<file path="config.mk">
export PLATFORM = sky130hd
export DESIGN_NAME = cgpd_clock_unit
export DESIGN_NICKNAME = d
export VERILOG_FILES = /design/src/pkg/cgpd_pkg.sv /design/src/hw/cgpd_post_div.sv /design/src/hw/cgpd_clock_unit.sv
export VERILOG_INCLUDE_DIRS = /design/src /design/src/pkg
export SDC_FILE = /design/constraint.sdc
export NUM_CORES = 1
export LEC_CHECK = 0
export ABC_AREA = 1
export BUFFER_PORTS_ARGS = -buffer_cell sky130_fd_sc_hd__buf_4
export CAP_MARGIN = 20
export CORE_ASPECT_RATIO = 2
export CORE_UTILIZATION = 45
export DETAILED_ROUTE_END_ITERATION = 6
export PLACE_DENSITY_LB_ADDON = 0.12
export SETUP_SLACK_MARGIN = 0.15
export SLEW_MARGIN = 25
export SYNTH_ARGS = -nofsm -noshare
export SYNTH_HDL_FRONTEND = slang
export SYNTH_SLANG_ARGS = --single-unit
</file>
<file path="constraint.sdc">
create_clock -name clk_sys -period 8.9 [get_ports clk_sys]
set_input_delay 0.89 -clock clk_sys [delete_from_list [all_inputs] [get_ports clk_sys]]
set_output_delay 0.89 -clock clk_sys [all_outputs]
set_load 0.05 [all_outputs]
</file>
<file path="src/pkg/cgpd_params.svh">
// Offsets, field positions, reset values and timing counts of the clock unit
`ifndef CGPD_PARAMS_SVH
`define CGPD_PARAMS_SVH

// ----------------------------------------
// Timing
// ----------------------------------------
`define CGPD_CLK_MHZ 125
`define CGPD_RING_MHZ 232
`define CGPD_OSC_DIV 64
`define CGPD_OSC_HALF ((`CGPD_OSC_DIV * `CGPD_CLK_MHZ) / (2 * `CGPD_RING_MHZ))
`define CGPD_LOCK_WIN 8'h04
`define CGPD_LOCK_CNT 4'h8

// ----------------------------------------
// Register offsets (byte addresses)
// ----------------------------------------
`define CGPD_OFS_CTRL 12'h000
`define CGPD_OFS_PRE 12'h004
`define CGPD_OFS_FB 12'h008
`define CGPD_OFS_STAT 12'h00c
`define CGPD_OFS_TUNE 12'h010
`define CGPD_OFS_POST0 12'h020

// ----------------------------------------
// Field positions
// ----------------------------------------
`define CGPD_CTRL_RUN 0
`define CGPD_CTRL_SEL 1
`define CGPD_POST_CNT 0
`define CGPD_POST_HIGH 10
`define CGPD_POST_NONEVEN 18
`define CGPD_POST_PHASE 20

// ----------------------------------------
// Reset values and limits
// ----------------------------------------
`define CGPD_CNT_RST 10'h001
`define CGPD_CNT_MAX_EVEN 10'h200
`define CGPD_CNT_MAX_ODD 10'h100
`define CGPD_TUNE_RST 16'h1000
`define CGPD_TUNE_MIN 16'h0001
`define CGPD_TUNE_MAX 16'hffff
`define CGPD_TUNE_STEP 16'h0001

`endif

</file>
<file path="src/pkg/cgpd_pkg.sv">
// Types shared by the clock unit
package cgpd_pkg;

  typedef enum logic [1:0] {
    PFD_IDLE = 2'b00,
    PFD_UP = 2'b01,
    PFD_DOWN = 2'b10
  } cgpd_pfd_t;

endpackage : cgpd_pkg

</file>
<file path="src/hw/cgpd_post_div.sv">
// Post-scale divider counting eighth-period ticks of the controlled oscillator
`timescale 1ns/10ps
module cgpd_post_div (
  input wire logic clk_sys, // System clock
  input wire logic rstN, // Synchronised reset, active low
  input wire logic restart, // Loop held in reset
  input wire logic tick, // One eighth of an oscillator period
  input wire logic [9:0] divCount, // Division count 1..512
  input wire logic [7:0] highCount, // High periods for non-even duty
  input wire logic nonEven, // Non-even duty selected
  input wire logic [2:0] phaseStep, // Phase offset in eighths
  output logic divClk, // Divided clock
  output logic divFall // Pulse on the edge where divClk falls
);

  logic [11:0] pos_q;
  logic clk_q;
  logic [11:0] posNext;
  logic [12:0] period;
  logic [12:0] highLen;
  logic nextLevel;

  // ----------------------------------------
  // Counting
  // ----------------------------------------
  // output is oscillator over count
  assign period = {divCount, 3'b000};
  assign highLen = nonEven ? {2'b00, highCount, 3'b000} : {1'b0, divCount, 2'b00};
  assign posNext = (({1'b0, pos_q} + 13'h0001) >= period) ? 12'h000 : pos_q + 12'h001;
  assign nextLevel = {1'b0, posNext} < highLen;

  always_ff @(posedge clk_sys or negedge rstN) begin
    if (!rstN) begin
      pos_q <= 12'h000;
      clk_q <= 1'b0;
    end else if (restart) begin
      pos_q <= {9'h000, phaseStep};
      clk_q <= 1'b0;
    end else if (tick) begin
      pos_q <= posNext;
      clk_q <= nextLevel;
    end
  end

  assign divClk = clk_q;
  assign divFall = tick & ~restart & clk_q & ~nextLevel;

endmodule : cgpd_post_div

</file>
<file path="src/hw/cgpd_clock_unit.sv">
// Clock unit: gated global nets, ring oscillator and digital synthesizer loop
`timescale 1ns/10ps
`include "cgpd_params.svh"

module cgpd_clock_unit #(
  parameter int INST_ID = 1 // Synthesizer instance number
) (
  input wire logic clk_sys, // System clock, 125 MHz
  input wire logic rst_n, // Asynchronous reset, active low
  input wire logic [11:0] paddr, // APB address
  input wire logic psel, // APB select
  input wire logic penable, // APB enable
  input wire logic pwrite, // APB direction
  input wire logic [31:0] pwdata, // APB write data
  output logic [31:0] prdata, // APB read data
  output logic pready, // APB ready
  output logic pslverr, // APB error
  input wire logic [3:0] refClkPin, // Reference clock pins
  input wire logic [4:0] gateEn, // Network gate enables from fabric
  input wire logic extGateEn, // Dedicated pin gate enable
  input wire logic oscEnable, // Internal oscillator enable
  output logic [4:0] globalClockNet, // Gated network clocks
  output logic extClkOut, // Dedicated external clock output
  output logic converterClk, // Converter clock
  output logic oscClkOut, // Internal oscillator clock
  output logic locked, // Loop locked
  output logic pfdUp, // Detector up indication
  output logic pfdDown // Detector down indication
);

  // ----------------------------------------
  // Reset and pin synchronisers
  // ----------------------------------------
  logic rstMeta_q, rstSync_q;
  logic [3:0] refMeta_q, refSync_q, refPrev_q;
  logic rstN;

  always_ff @(posedge clk_sys or negedge rst_n) begin
    if (!rst_n) begin
      rstMeta_q <= 1'b0;
      rstSync_q <= 1'b0;
    end else begin
      rstMeta_q <= 1'b1;
      rstSync_q <= rstMeta_q;
    end
  end
  assign rstN = rstSync_q;

  always_ff @(posedge clk_sys or negedge rstN) begin
    if (!rstN) begin
      refMeta_q <= 4'h0;
      refSync_q <= 4'h0;
      refPrev_q <= 4'h0;
    end else begin
      refMeta_q <= refClkPin;
      refSync_q <= refMeta_q;
      refPrev_q <= refSync_q;
    end
  end

  // ----------------------------------------
  // Registers
  // ----------------------------------------
  logic run_q;
  logic [1:0] refSel_q;
  logic [9:0] preDiv_q, fbDiv_q;
  logic [15:0] tune_q;
  logic [31:0] prdata_q;
  logic [4:0][31:0] postWord;
  logic [11:0] postOfs;
  logic isPost, apbWr, badWr, cntOk;
  logic [9:0] wrCnt;

  assign postOfs = paddr - `CGPD_OFS_POST0;
  assign isPost = (postOfs[11:2] < 10'h005) && (postOfs[1:0] == 2'b00);
  assign wrCnt = pwdata[`CGPD_POST_CNT +: 10];

  always_comb begin
    cntOk = (wrCnt != 10'h000) && (wrCnt <= `CGPD_CNT_MAX_EVEN);
    if (isPost && pwdata[`CGPD_POST_NONEVEN]) begin
      cntOk = cntOk && (wrCnt <= `CGPD_CNT_MAX_ODD);
    end
  end

  always_comb begin
    badWr = 1'b0;
    unique case (paddr)
      `CGPD_OFS_CTRL, `CGPD_OFS_STAT, `CGPD_OFS_TUNE: badWr = 1'b0;
      `CGPD_OFS_PRE, `CGPD_OFS_FB: badWr = pwrite && !cntOk;
      default: badWr = isPost ? (pwrite && !cntOk) : 1'b1;
    endcase
  end

  assign pready = 1'b1;
  assign pslverr = psel && penable && badWr;
  assign apbWr = psel && penable && pwrite && !badWr;
  assign prdata = prdata_q;

  always_ff @(posedge clk_sys or negedge rstN) begin
    if (!rstN) begin
      run_q <= 1'b0;
      refSel_q <= 2'b00;
      preDiv_q <= `CGPD_CNT_RST;
      fbDiv_q <= `CGPD_CNT_RST;
    end else if (apbWr) begin
      if (paddr == `CGPD_OFS_CTRL) begin
        run_q <= pwdata[`CGPD_CTRL_RUN];
        refSel_q <= pwdata[`CGPD_CTRL_SEL +: 2];
      end
      if (paddr == `CGPD_OFS_PRE) begin
        preDiv_q <= wrCnt;
      end
      if (paddr == `CGPD_OFS_FB) begin
        fbDiv_q <= wrCnt;
      end
    end
  end

  // Read data is captured in the setup cycle so it stands registered in the access cycle
  always_ff @(posedge clk_sys or negedge rstN) begin
    if (!rstN) begin
      prdata_q <= 32'h0000_0000;
    end else if (psel && !penable && !pwrite) begin
      unique case (paddr)
        `CGPD_OFS_CTRL: prdata_q <= {29'h0, refSel_q, run_q};
        `CGPD_OFS_PRE: prdata_q <= {22'h0, preDiv_q};
        `CGPD_OFS_FB: prdata_q <= {22'h0, fbDiv_q};
        `CGPD_OFS_STAT: prdata_q <= {29'h0, pfdDown, pfdUp, locked};
        `CGPD_OFS_TUNE: prdata_q <= {16'h0, tune_q};
        default: prdata_q <= isPost ? postWord[postOfs[4:2]] : 32'h0000_0000;
      endcase
    end
  end

  // ----------------------------------------
  // Reference path
  // ----------------------------------------
  logic refRise, refEv, fbEv;
  logic [9:0] preCnt_q, fbCnt_q;

  assign refRise = refSync_q[refSel_q] & ~refPrev_q[refSel_q];
  assign refEv = run_q && refRise && (preCnt_q == preDiv_q - 10'h001);

  always_ff @(posedge clk_sys or negedge rstN) begin
    if (!rstN) begin
      preCnt_q <= 10'h000;
    end else if (!run_q || refEv) begin
      preCnt_q <= 10'h000;
    end else if (refRise) begin
      preCnt_q <= preCnt_q + 10'h001;
    end
  end

  // ----------------------------------------
  // Controlled oscillator and feedback
  // ----------------------------------------
  // Accumulator carries mark eighths of the oscillator period, so phase steps come for free
  logic [15:0] acc_q;
  logic [16:0] accSum;
  logic [2:0] eighth_q;
  logic tick, oscRise;

  assign accSum = {1'b0, acc_q} + {1'b0, tune_q};
  assign tick = run_q & accSum[16];
  assign oscRise = tick && (eighth_q == 3'h7);

  always_ff @(posedge clk_sys or negedge rstN) begin
    if (!rstN) begin
      acc_q <= 16'h0000;
      eighth_q <= 3'h0;
    end else if (!run_q) begin
      acc_q <= 16'h0000;
      eighth_q <= 3'h0;
    end else begin
      acc_q <= accSum[15:0];
      if (tick) begin
        eighth_q <= eighth_q + 3'h1;
      end
    end
  end

  assign fbEv = oscRise && (fbCnt_q == fbDiv_q - 10'h001);

  always_ff @(posedge clk_sys or negedge rstN) begin
    if (!rstN) begin
      fbCnt_q <= 10'h000;
    end else if (!run_q || fbEv) begin
      fbCnt_q <= 10'h000;
    end else if (oscRise) begin
      fbCnt_q <= fbCnt_q + 10'h001;
    end
  end

  // ----------------------------------------
  // Phase detector, tuning and lock
  // ----------------------------------------
  cgpd_pkg::cgpd_pfd_t pfd_q;
  logic [7:0] errCnt_q;
  logic [3:0] lockCnt_q;

  always_ff @(posedge clk_sys or negedge rstN) begin
    if (!rstN) begin
      pfd_q <= cgpd_pkg::PFD_IDLE;
    end else if (!run_q) begin
      pfd_q <= cgpd_pkg::PFD_IDLE;
    end else begin
      unique case (pfd_q)
        cgpd_pkg::PFD_IDLE: begin
          if (refEv && !fbEv) begin
            pfd_q <= cgpd_pkg::PFD_UP;
          end else if (fbEv && !refEv) begin
            pfd_q <= cgpd_pkg::PFD_DOWN;
          end
        end
        cgpd_pkg::PFD_UP: begin
          if (fbEv && !refEv) begin
            pfd_q <= cgpd_pkg::PFD_IDLE;
          end
        end
        cgpd_pkg::PFD_DOWN: begin
          if (refEv && !fbEv) begin
            pfd_q <= cgpd_pkg::PFD_IDLE;
          end
        end
        default: pfd_q <= cgpd_pkg::PFD_IDLE;
      endcase
    end
  end

  assign pfdUp = (pfd_q == cgpd_pkg::PFD_UP);
  assign pfdDown = (pfd_q == cgpd_pkg::PFD_DOWN);

  // Tuning saturates so a wild setting can never wrap the oscillator to the opposite extreme
  always_ff @(posedge clk_sys or negedge rstN) begin
    if (!rstN) begin
      tune_q <= `CGPD_TUNE_RST;
    end else if (pfdUp && tune_q != `CGPD_TUNE_MAX) begin
      tune_q <= tune_q + `CGPD_TUNE_STEP;
    end else if (pfdDown && tune_q != `CGPD_TUNE_MIN) begin
      tune_q <= tune_q - `CGPD_TUNE_STEP;
    end
  end

  always_ff @(posedge clk_sys or negedge rstN) begin
    if (!rstN) begin
      errCnt_q <= 8'h00;
      lockCnt_q <= 4'h0;
    end else if (!run_q) begin
      errCnt_q <= 8'h00;
      lockCnt_q <= 4'h0;
    end else begin
      if (pfd_q == cgpd_pkg::PFD_IDLE) begin
        errCnt_q <= 8'h00;
      end else if (errCnt_q != 8'hff) begin
        errCnt_q <= errCnt_q + 8'h01;
      end
      if (refEv) begin
        if (errCnt_q > `CGPD_LOCK_WIN) begin
          lockCnt_q <= 4'h0;
        end else if (lockCnt_q != `CGPD_LOCK_CNT) begin
          lockCnt_q <= lockCnt_q + 4'h1;
        end
      end
    end
  end

  assign locked = (lockCnt_q == `CGPD_LOCK_CNT);

  // ----------------------------------------
  // Post dividers and network gates
  // ----------------------------------------
  logic [4:0] postClk, postFall;
  logic extStage1_q, extStage2_q;

  for (genvar i = 0; i < 5; i++) begin : g_post
    logic [9:0] cnt_q;
    logic [7:0] high_q;
    logic nonEven_q, gate_q;
    logic [2:0] phase_q;

    always_ff @(posedge clk_sys or negedge rstN) begin
      if (!rstN) begin
        cnt_q <= `CGPD_CNT_RST;
        high_q <= 8'h00;
        nonEven_q <= 1'b0;
        phase_q <= 3'h0;
      end else if (apbWr && isPost && postOfs[4:2] == 3'(i)) begin
        cnt_q <= wrCnt;
        high_q <= pwdata[`CGPD_POST_HIGH +: 8];
        nonEven_q <= pwdata[`CGPD_POST_NONEVEN];
        phase_q <= pwdata[`CGPD_POST_PHASE +: 3];
      end
    end

    assign postWord[i] = {9'h0, phase_q, 1'b0, nonEven_q, high_q, cnt_q};

    cgpd_post_div u_div (
      .clk_sys(clk_sys),
      .rstN(rstN),
      .restart(!run_q),
      .tick(tick),
      .divCount(cnt_q),
      .highCount(high_q),
      .nonEven(nonEven_q),
      .phaseStep(phase_q),
      .divClk(postClk[i]),
      .divFall(postFall[i])
    );

    always_ff @(posedge clk_sys or negedge rstN) begin
      if (!rstN) begin
        gate_q <= 1'b0;
      end else if (postFall[i]) begin
        gate_q <= gateEn[i];
      end
    end

    // divider keeps running; a re-enable takes effect at the next fall of the divided clock
    assign globalClockNet[i] = postClk[i] & gate_q;
  end

  always_ff @(posedge clk_sys or negedge rstN) begin
    if (!rstN) begin
      extStage1_q <= 1'b0;
      extStage2_q <= 1'b0;
    end else if (postFall[0]) begin
      extStage1_q <= extGateEn;
      extStage2_q <= extStage1_q;
    end
  end

  assign extClkOut = postClk[0] & extStage2_q;

  // converter clock from instances one and three
  assign converterClk = (INST_ID == 1 || INST_ID == 3) ? postClk[0] : 1'b0;

  // ----------------------------------------
  // Internal ring oscillator
  // ----------------------------------------
  logic [7:0] oscCnt_q;
  logic oscHalf_q;

  always_ff @(posedge clk_sys or negedge rstN) begin
    if (!rstN) begin
      oscCnt_q <= 8'h00;
      oscHalf_q <= 1'b1;
    end else if (!oscEnable) begin
      oscCnt_q <= 8'h00;
      oscHalf_q <= 1'b1;
    end else if (oscCnt_q == 8'(`CGPD_OSC_HALF - 1)) begin
      oscCnt_q <= 8'h00;
      oscHalf_q <= ~oscHalf_q;
    end else begin
      oscCnt_q <= oscCnt_q + 8'h01;
    end
  end

  assign oscClkOut = ~oscEnable | oscHalf_q;

endmodule : cgpd_clock_unit

</file>
# ---- Word level (Yosys, flattened, before mapping)
# Index checks and enable logic that the tools add are counted.
dict set report totals {
  reg_bits 329
  word_cells 266
  output_inout_bits 45
  in_bits 60
}
dict set report op_classes {
  addsub 22
  mux 67
  bitwise_logic 28
  n_eq_ne 27
  n_reduce_logical 49
  n_lt_le_gt_ge 16
}
# cell count
set op_table {}
lappend op_table {{$mux 12} 20}
lappend op_table {{$pmux 32 s5} 1}
lappend op_table {{$bmux 32 s3} 1}
lappend op_table {{$add 12x1->13 const B} 5}
lappend op_table {{$ge 13x13->1} 5}
lappend op_table {{$lt 12x13->1} 5}
lappend op_table {{$mux 32} 2}
lappend op_table {{$add 12x1->12 const B} 5}
lappend op_table {{$mux 16} 3}
lappend op_table {{$mux 10} 4}
lappend op_table {{$mux 8} 5}
lappend op_table {{$logic_and 1x1->1} 25}
lappend op_table {{$eq 12x4->1 const B} 2}
lappend op_table {{$add 10x1->10 const B} 2}
lappend op_table {{$eq 10x10->1} 2}
lappend op_table {{$sub 10x1->10 const B} 2}
lappend op_table {{$and 1x1->1} 19}
lappend op_table {{$add 16x16->17} 1}
lappend op_table {{$add 16x1->16 const B} 1}
lappend op_table {{$add 8x1->8 const B} 2}
lappend op_table {{$mux 1} 16}
lappend op_table {{$mux 4} 4}
lappend op_table {{$ne 16x1->1 const B} 1}
lappend op_table {{$ne 16x16->1 const B} 1}
lappend op_table {{other kinds (42)} 75}

# ---- Logic depth before layout (Yosys ltp)
# Gate-level depths: netlist of the first run.
dict set report logic_depth {
  depth_word 13
  depth_mapped 29
  ltp_nobuf 29
}

# ---- Cells and area by module
# Synthesis of the first run repeated with hierarchy kept, for this count alone.
dict set report hier_totals {
  cells_unflattened 2829
  hier_area_um2 20827.5
}
# mod cells_per_inst instances area_per_inst_um2 seq_area_each_um2
set by_module_without_submodules {}
lappend by_module_without_submodules {cgpd_clock_unit 1819 1 13864.5 6367.4}
lappend by_module_without_submodules {cgpd_post_div 202 5 1392.6 325.3}

# ---- Least setup slack after synthesis of the first run
# Ideal clock, no wire load.
dict set report synth_timing {
  kind {input to output}
  from {in paddr[5]}
  to {out pslverr}
  path_buffers 0
  cell_stages 10
  setup_slack_ps 5160
  arrival_ps 2850
  t_required_ps 8010
  path_cell_list {inv_1 ha_1 xor2_1 inv_1 nand2_1 nor3_4 nand3_1 nand2_1 nand2_1 a21oi_1}
}
dict set report synth_between {
  elab_chain_len 10
  word_cells_on_any_way 17
  cone_classes {1 x add/sub; 1 x order compare; 4 x eq/ne; 3 x mux; 8 x reduce/logical}
}
# element line_no
set synth_rtl {}
lappend synth_rtl {{start, declared} cgpd_clock_unit.sv:10} ;# input wire logic [11:0] paddr,
lappend synth_rtl {{$sub 12x6->12 (no line)} -}
lappend synth_rtl {{$lt 10x3->1} cgpd_clock_unit.sv:75} ;# assign isPost = (postOfs[11:2] < 10'h005) && (postOfs[1:0] == 2'b00);
lappend synth_rtl {{$logic_and 1x1->1} cgpd_clock_unit.sv:75}
lappend synth_rtl {{$logic_and 1x1->1} cgpd_clock_unit.sv:80} ;# if (isPost && pwdata[`CGPD_POST_NONEVEN]) begin
lappend synth_rtl {{$mux 1} cgpd_clock_unit.sv:80}
lappend synth_rtl {{$logic_not 1->1} {cgpd_clock_unit.sv:89, cgpd_clock_unit.sv:90}}
lappend synth_rtl {{$logic_and 1x1->1} {cgpd_clock_unit.sv:89, cgpd_clock_unit.sv:90}}
lappend synth_rtl {{$mux 1} cgpd_clock_unit.sv:90} ;# default: badWr = isPost ? (pwrite && !cntOk) : 1'b1;
lappend synth_rtl {{$pmux 1 s2 *} cgpd_clock_unit.sv:87} ;# unique case (paddr)
lappend synth_rtl {{$logic_and 1x1->1 *} cgpd_clock_unit.sv:95} ;# assign pslverr = psel && penable && badWr;
lappend synth_rtl {{end, declared} cgpd_clock_unit.sv:17} ;# output logic pslverr,
# Mark *: on every way between the ends. The rest lies on a longest branch, timed or not.

# ---- Final worst setup path of the first run
dict set report layout_timing {
  from {reg g_post[1].u_div.pos_q[0]}
  to {reg g_post[1].gate_q}
}
dict set report layout_between {
  elab_chain_len 6
  word_cells_on_any_way 7
  cone_classes {2 x add/sub; 2 x order compare; 1 x mux; 2 x bitwise}
}
# element line_no
set layout_rtl {}
lappend layout_rtl {{start, declared} cgpd_post_div.sv:16} ;# logic [11:0] pos_q;
lappend layout_rtl {{start signal, assigned} cgpd_post_div.sv:37} ;# pos_q <= {9'h000, phaseStep};
lappend layout_rtl {{start signal, assigned} cgpd_post_div.sv:40} ;# pos_q <= posNext;
lappend layout_rtl {{$add 12x1->13} cgpd_post_div.sv:29} ;# assign posNext = (({1'b0, pos_q} + 13'h0001) >= period) ? 12'h000 : pos_q + 12'h001;
lappend layout_rtl {{$ge 13x13->1} cgpd_post_div.sv:29}
lappend layout_rtl {{$mux 12 *} cgpd_post_div.sv:29}
lappend layout_rtl {{$lt 12x13->1 *} cgpd_post_div.sv:30} ;# assign nextLevel = {1'b0, posNext} < highLen;
lappend layout_rtl {{$not 1->1 *} cgpd_post_div.sv:46} ;# assign divFall = tick & ~restart & clk_q & ~nextLevel;
lappend layout_rtl {{$and 1x1->1 *} cgpd_post_div.sv:46}
lappend layout_rtl {{end signal, assigned} cgpd_clock_unit.sv:314} ;# gate_q <= gateEn[i];
lappend layout_rtl {{end, declared} cgpd_clock_unit.sv:278} ;# logic nonEven_q, gate_q;
# Marks and branches as above.
# A chain may end at the register's enable or synchronous reset.

==> impl_metrics.tcl, run 1 <==
set metrics [dict create \
    die_x_um 152 \
    synth_edf_count 0 \
    drive_gt1_share_pct 7.49 \
    worstMarginPinSlew_ns 0.995 \
    hpwl_um 51600 \
    async_reset_ff_share_pct 100 \
    core-area_sq_um 44300 \
    die-height_um 302 \
    drt-pass1-iter-count 7 \
    clkTransAtPathRegs_ns 0.06 \
    holdBufCountCts 0 \
    grt_max_degree 165 \
    synthDistinctLibCells 65 \
    fin_crit_ns 4.72 \
    rows 109 \
    synth_common_cells "nand2_1 (709), inv_1 (365), dfrtp_1 (310), nor2_1 (238), o21ai_0 (178)" \
    fin_ws_ns 4.18 \
    status "finished with violations" \
    post_synth.cell_area_avg_sq_um 7.52 \
    worstPathRequired_ns 9.32 \
    num-nets-final 2951 \
    clock_latency_ns 0.54 \
    cp-end-kind "flop" \
    wl_per_cell_um 20.1 \
    critPathMaxFanout 8 \
    cts_setup_buffers 0 \
    rsz0062_at_grt "no" \
    worst-r2r-cell-count 26 \
    synth_ff_type "dfrtp_1" \
    num_vias 18300 \
    r2r_end "g_post[1].gate_q$_DFFE_PN0P_" \
    synth_cells 2695 \
    syn_to_final_growth_pct 10.8 \
    max_cap_violations 0 \
    setup.worst_path.start "g_post[1].u_div.pos_q[0]$_DFFE_PN0P_" \
    cts_tree "done" \
    post-route-period-util_pct 53.0 \
    gp_congestion 0.960 \
    post-place-cells 3271 \
    cts-root-buf "clkbuf_16" \
    grt_usage_pct 29.6 \
    yosysTopAreaCell "dfrtp_1" \
    yosysMostFrequentCell "nand2_1" \
    synth_top_area_share_pct 38.3 \
    routed_via_density 5.50 \
    hold_viol_final 0 \
    p_leak_uw 0.0114 \
    setup_tns_ns 0 \
    cp_data_arrival_time_ns 5.14 \
    critPathKind "flop to flop" \
    ant_nets 0 \
    start_kind "flop" \
    violations "design-rule violations" \
    cts_max_level 2 \
    dp_slack_ns 4.18 \
    drt_iter0_markers 1205 \
    fin_cells 3331 \
    port-buffer-count 83 \
    cts_inserted_buffers 35 \
    setup_viol 0 \
    io_pins 105 \
    grt_pass1_vias 18400 \
    grt_pass1_wl_um 103000 \
    timing.fmax_mhz 212 \
    clock_path_buffers 3 \
    cts_resized 0 \
    initial_core_util_pct 45.7 \
    seq_area_frac_synth_pct 39.4 \
    drc_errors 15 \
    yosys_warnings 0 \
    worst_clock_skew_ns 0.0184 \
    hold_ws_ns 0.122 \
    final_max_slew_viol_count 0 \
    finalPower_uw 3180 \
    ir_drop_v 0.000108 \
    maxSlewHeadroom_pct 33.7 \
    rrSetupSlack_ns 4.18 \
    diodes 0 \
    r2r-start "g_post[1].u_div.pos_q[0]$_DFFE_PN0P_" \
    hold_path.class "input port to async pin" \
    powerDensity_nw_per_um2 142 \
    grt_overflow 0 \
    yosys-top-cells-area "dfrtp_1 (38%), nand2_1 (13%), ha_1 (8.5%), inv_1 (6.8%), nor2_1 (4.4%)" \
    clock-sinks 319 \
    antenna_found_initial 0 \
    netlist_area_sq_um 20300 \
    ys_ff_latch 319 \
    die_area_sq_um 46000 \
    finalWirelength_um 66900 \
]
-- power breakdown --
part	total (uW)	switching, uW	leakage (uW)	internal (uW)
combinational	177	134	0.00676	43.3
sequential	1470	10.5	0.00408	1460
clock	1530	623	0.000583	912
total	3180	768	0.0114	2420
-- routing by layer --
metal,track usage [%],part of all wire [%],vias up
met5,0,0,-
met4,19.2,6.9,0
met3,3.02,4.2,183
met2,57.4,54,540
met1,29.9,35,8709
li1,-,-,8899
-- final cells by class --
| type | instances | area [sq um] |
|---|---|---|
| well taps | 555 | 694 |
| multi-input cells | 1923 | 10400 |
| inverters | 377 | 1420 |
| repair buffers | 97 | 741 |
| clock buffers | 51 | 1060 |
| flip-flops and latches | 319 | 8000 |
| clock inverters | 9 | 126 |
| fillers | 4364 | 21900 |
-- worst max-delay path, stage by stage (launching register included) --
cell     delay, ns
dfrtp_1       0.44
ha_1          0.22
nand2_1       0.06
nor2_1        0.17
nand3_1       0.17
nor3_1        0.30
inv_1         0.10
nor2_1        0.15
nand2_1       0.09
xor2_1        0.20
ha_1          0.29
a21oi_1       0.16
o21a_1        0.21
nand2_1       0.08
nor2_1        0.16
nand2_1       0.15
inv_1         0.30
nand2_1       0.13
inv_1         0.08
ha_1          0.24
a21oi_1       0.15
o21a_1        0.15
o21ai_0       0.07
a21oi_1       0.12
nand2_1       0.21
nand3_1       0.13
nand2_1       0.06
-- logic make-up (layout without fill, tap and decap cells) --
group	after synthesis	count (layout)	share of synthesized area [%]
other	2	12	0.0370
buffers and inverters	463	534	9.37
adders and majority gates	138	138	8.55
xor gates and xnor gates	81	81	3.50
DFF	319	319	39.4
AOI/OAI and AO/OA	464	464	13.6
and+or+nand+nor	1228	1228	25.6
-- layout by cell type (no fill, tap or decap), types with 9 or more instances in the layout --
| master | count |
|---|---|
| a21oi_1 | 105 |
| a22oi_1 | 18 |
| buf_4 | 96 |
| clkbuf_16 | 37 |
| conb_1 | 12 |
| dfrtp_1 | 309 |
| dfstp_2 | 9 |
| ha_1 | 137 |
| inv_1 | 365 |
| inv_2 | 9 |
| nand2_1 | 708 |
| nand3_1 | 154 |
| nand3b_1 | 9 |
| nand4_1 | 31 |
| nor2_1 | 236 |
| nor3_1 | 41 |
| nor3b_1 | 11 |
| o21a_1 | 10 |
| o21ai_0 | 178 |
| o21ai_1 | 26 |
| o21ai_2 | 10 |
| o221ai_1 | 14 |
| o22ai_1 | 36 |
| xnor2_1 | 16 |
| xor2_1 | 65 |
-- sequential cells by signal, summed over array words and instances, names as in the netlist, 8 cells and up --
| signal | count |
|---|---|
| acc_q | 16 |
| errCnt_q | 8 |
| fbCnt_q | 10 |
| fbDiv_q | 10 |
| g_post.cnt_q | 50 |
| g_post.high_q | 40 |
| g_post.phase_q | 15 |
| g_post.u_div.pos_q | 60 |
| oscCnt_q | 8 |
| prdata | 22 |
| preCnt_q | 10 |
| preDiv_q | 10 |
| tune_q | 16 |
-- metrics by stage --
stage	cell area, sq um	util (%)
finish	22500	50.7
global route	22500	50.7
CTS	22500	50.7
detailed placement	21300	48.0
global placement	21300	48.0
floorplan	20300	-
-- worst max-delay path by stage --
| stage | endpoint | slack (ns) |
|---|---|---|
| 2_1_floorplan | acc_q[0]$_DFF_PN0_ | 3.69 |
| 3_3_place_gp | g_post[1].gate_q$_DFFE_PN0P_ | 4.18 |
| 3_5_place_dp | g_post[1].gate_q$_DFFE_PN0P_ | 4.18 |
| 4_1_cts | g_post[1].gate_q$_DFFE_PN0P_ | 4.16 |
| 5_1_grt | g_post[1].gate_q$_DFFE_PN0P_ | 3.78 |
| 6_report | g_post[1].gate_q$_DFFE_PN0P_ | 4.18 |
No activity file was read; power rests on OpenSTA's default activity.
==> inputs of run 2 (changes only) <==
- ABC_AREA: 1 -> 0
- clock period: 8.9 -> 4 ns (I/O delays scaled with it)
==> impl_metrics.tcl, run 2 <==
set metrics [dict create \
    status "finished with violations" \
    violations "negative setup slack" \
    diodes 0 \
    worst_clock_skew_ns 0.0203 \
    yosysMostFrequentCell "dfrtp_1" \
    maxSlewHeadroom_pct 41.1 \
    wl_per_cell_um 22.3 \
    r2r-start "g_post[1].u_div.pos_q[1]$_DFFE_PN0P_" \
    ys_ff_latch 319 \
    synth_cells 2017 \
    clock_path_buffers 3 \
    yosysTopAreaCell "dfrtp_1" \
    clkTransAtPathRegs_ns 0.06 \
    async_reset_ff_share_pct 100 \
    grt_pass1_vias 17100 \
    finalPower_uw 6820 \
    gp_congestion 0.921 \
    drive_gt1_share_pct 26.8 \
    syn_to_final_growth_pct 23.7 \
    synth_top_area_share_pct 39.2 \
    hold_ws_ns 0.0960 \
    p_leak_uw 0.0114 \
    fin_ws_ns -0.0467 \
    dp_slack_ns -0.310 \
    cp-end-kind "flop" \
    synth-compound-area-share_pct 12.5 \
    drc_errors 0 \
    synth_top_family_by_area "simple AND/OR/NAND/NOR gates" \
    seq_area_frac_synth_pct 40.4 \
    critPathMaxFanout 5 \
    yosys_warnings 0 \
    initial_core_util_pct 45.6 \
    post_synth.cell_area_avg_sq_um 9.81 \
    ir_drop_v 0.000359 \
    start_kind "flop" \
    antenna_found_initial 0 \
    cp_cell_sequence "ha_4 > nand3_4 > nor2_4 > nand2_2 > buf_4 > nor3_2 > ha_1 > and2_4 > nand3_1 > or4_4 > and3_4 > ha_4 > a21o_1 > a21o_1 > a21oi_2 > nor3_2 > a211oi_2 > o41ai_2 > buf_4 > nand3_2 > mux2_4" \
    reg.largest.list "g_post.u_div.pos_q: 60 flops, g_post.cnt_q: 50 flops, g_post.high_q: 40 flops" \
    placed_area_sq_um 22000 \
    layout_common_cells "dfrtp_1 (308), buf_4 (262), inv_1 (123)" \
    worstMarginPinSlew_ns 0.884 \
    timing.fmax_mhz 247 \
    netlist_area_sq_um 19800 \
    io_pins 105 \
    rows 108 \
    ant_nets 0 \
    port-buffer-count 83 \
    largest_reg_flops 60 \
    drt-pass1-iter-count 5 \
    hold_path.class "input port to flop" \
    core-area_sq_um 43400 \
    finalWirelength_um 62900 \
    clock-sinks 319 \
    final_max_slew_viol_count 0 \
    synth_ff_type "dfrtp_1" \
    top_register "g_post.u_div.pos_q" \
    crit_slowest_cell "or4_4" \
    cts_tree "done" \
    synth-xor-area-share_pct 5.36 \
    die_x_um 150 \
    num-nets-final 2444 \
    grt_pass1_wl_um 96200 \
    drt_iter0_markers 674 \
    synthDistinctLibCells 78 \
    nFillCells 3779 \
    rsz0062_at_grt "yes" \
    die_area_sq_um 44900 \
    synth_common_cells "dfrtp_1 (310), nor2_1 (139), ha_1 (137), inv_1 (130), nand2_1 (118)" \
    cp_data_arrival_time_ns 4.45 \
    synth_edf_count 0 \
    cts-root-buf "clkbuf_16" \
    powerDensity_nw_per_um2 279 \
    design_area_sq_um 24500 \
    routed_via_density 5.81 \
    worst-r2r-cell-count 21 \
    yosys.area_share.simple_pct 15.7 \
    critPathKind "flop to flop" \
    synthAdderAreaFrac_pct 8.88 \
    worstPathRequired_ns 4.41 \
    max_cap_violations 0 \
    clock_latency_ns 0.54 \
    cts_max_level 2 \
    setup_viol 4 \
    cts_inserted_buffers 34 \
    min_from "gateEn[3]" \
    post-route-period-util_pct 101 \
    grt_usage_pct 28.4 \
    setup.worst_path.start "g_post[1].u_div.pos_q[1]$_DFFE_PN0P_" \
    synth_mux_area_share_pct 12.5 \
    die-height_um 299 \
    hold_depth 2 \
    grt_overflow 0 \
    yosys-top-cells-area "dfrtp_1 (39%), ha_1 (8.7%), mux2_2 (4.5%), mux2_1 (3.6%), xor2_1 (3.1%)" \
    hold_viol_final 0 \
    layout_commonest_cell "dfrtp_1" \
    fin_crit_ns 4.05 \
    num_vias 16400 \
    slowest_delay_ns 0.58 \
    hpwl_um 46700 \
    grt_max_degree 92 \
]
[run 2: per-stage QoR]
stage	cells	utilization, %	TNS (ns)
6_report	2819	56.4	-0.0781
5_1_grt	2819	56.4	-1.43
4_1_cts	2811	55.6	-0.426
3_5_place_dp	2703	50.8	-1.42
3_3_place_gp	2703	50.8	-0.818
2_1_floorplan	2027	-	-0.543
[run 2: worst paths after layout]
check	endpoint	slack, ns
worst max-delay path	g_post[1].gate_q$_DFFE_PN0P_	-0.05
max in group asynchronous	tune_q[12]$_DFFE_PN1P_	2.50
min in group asynchronous	rstMeta_q$_DFF_PN0_	0.17
worst min register to register	refSync_q[0]$_DFF_PN0_	0.34
worst min-delay path	g_post[3].gate_q$_DFFE_PN0P_	0.1
worst max register to register	g_post[1].gate_q$_DFFE_PN0P_	-0.05
[run 2: power by group]
| group | switching [uW] | total [uW] | internal [uW] |
|---|---|---|---|
| Combinational | 298 | 424 | 125 |
| Clock | 1380 | 3100 | 1720 |
| Sequential | 36.2 | 3300 | 3260 |
| Total | 1720 | 6820 | 5110 |
[run 2: metal layers]
metal  up-vias  track usage (%)  wire [um]
li1       7600                -          -
met1      8207             29.5      22300
met2       412             53.6      34200
met3       152             3.13       2300
met4         0             16.7       4060
met5         -                0          0
[run 2: kinds of logic after synthesis]
family | after synthesis
AOI/OAI and AO/OA | 396
DFF | 319
other | 2
xor gates and xnor gates | 121
buffers and inverters | 226
adders and majority gates | 140
muxes | 211
and+or+nand+nor | 602
[run 2: repair_timing]
action / 4_1_cts / 5_1_grt
hold buffers: 6 / 0
gates resized for setup: 111 / 60
setup buffers: 43 / 8
endpoints found under the setup margin: 11 / 12
endpoints found under the hold margin: 7 / 0
pin swaps: 85 / 48
[run 2: final cells by class]
class                      count  area [sq um]  share of cell area, %
clock buffer                  43           926                   3.78
clock inverter                16           129                  0.527
inverter                     130           488                   1.99
multi-input combinational   1482         12100                   49.3
sequential                   319          8000                   32.7
tap                          550           688                   2.81
timing repair buffer         279          2190                   8.93
[run 2: worst max-delay path, delay by kind of cell (launching register included)]
family	cells	cell delay [ns]
simple gates	10	1.56
compound gates	5	0.77
fa+ha+maj	3	0.56
flops	1	0.42
buf+inv	2	0.32
mux	1	0.29
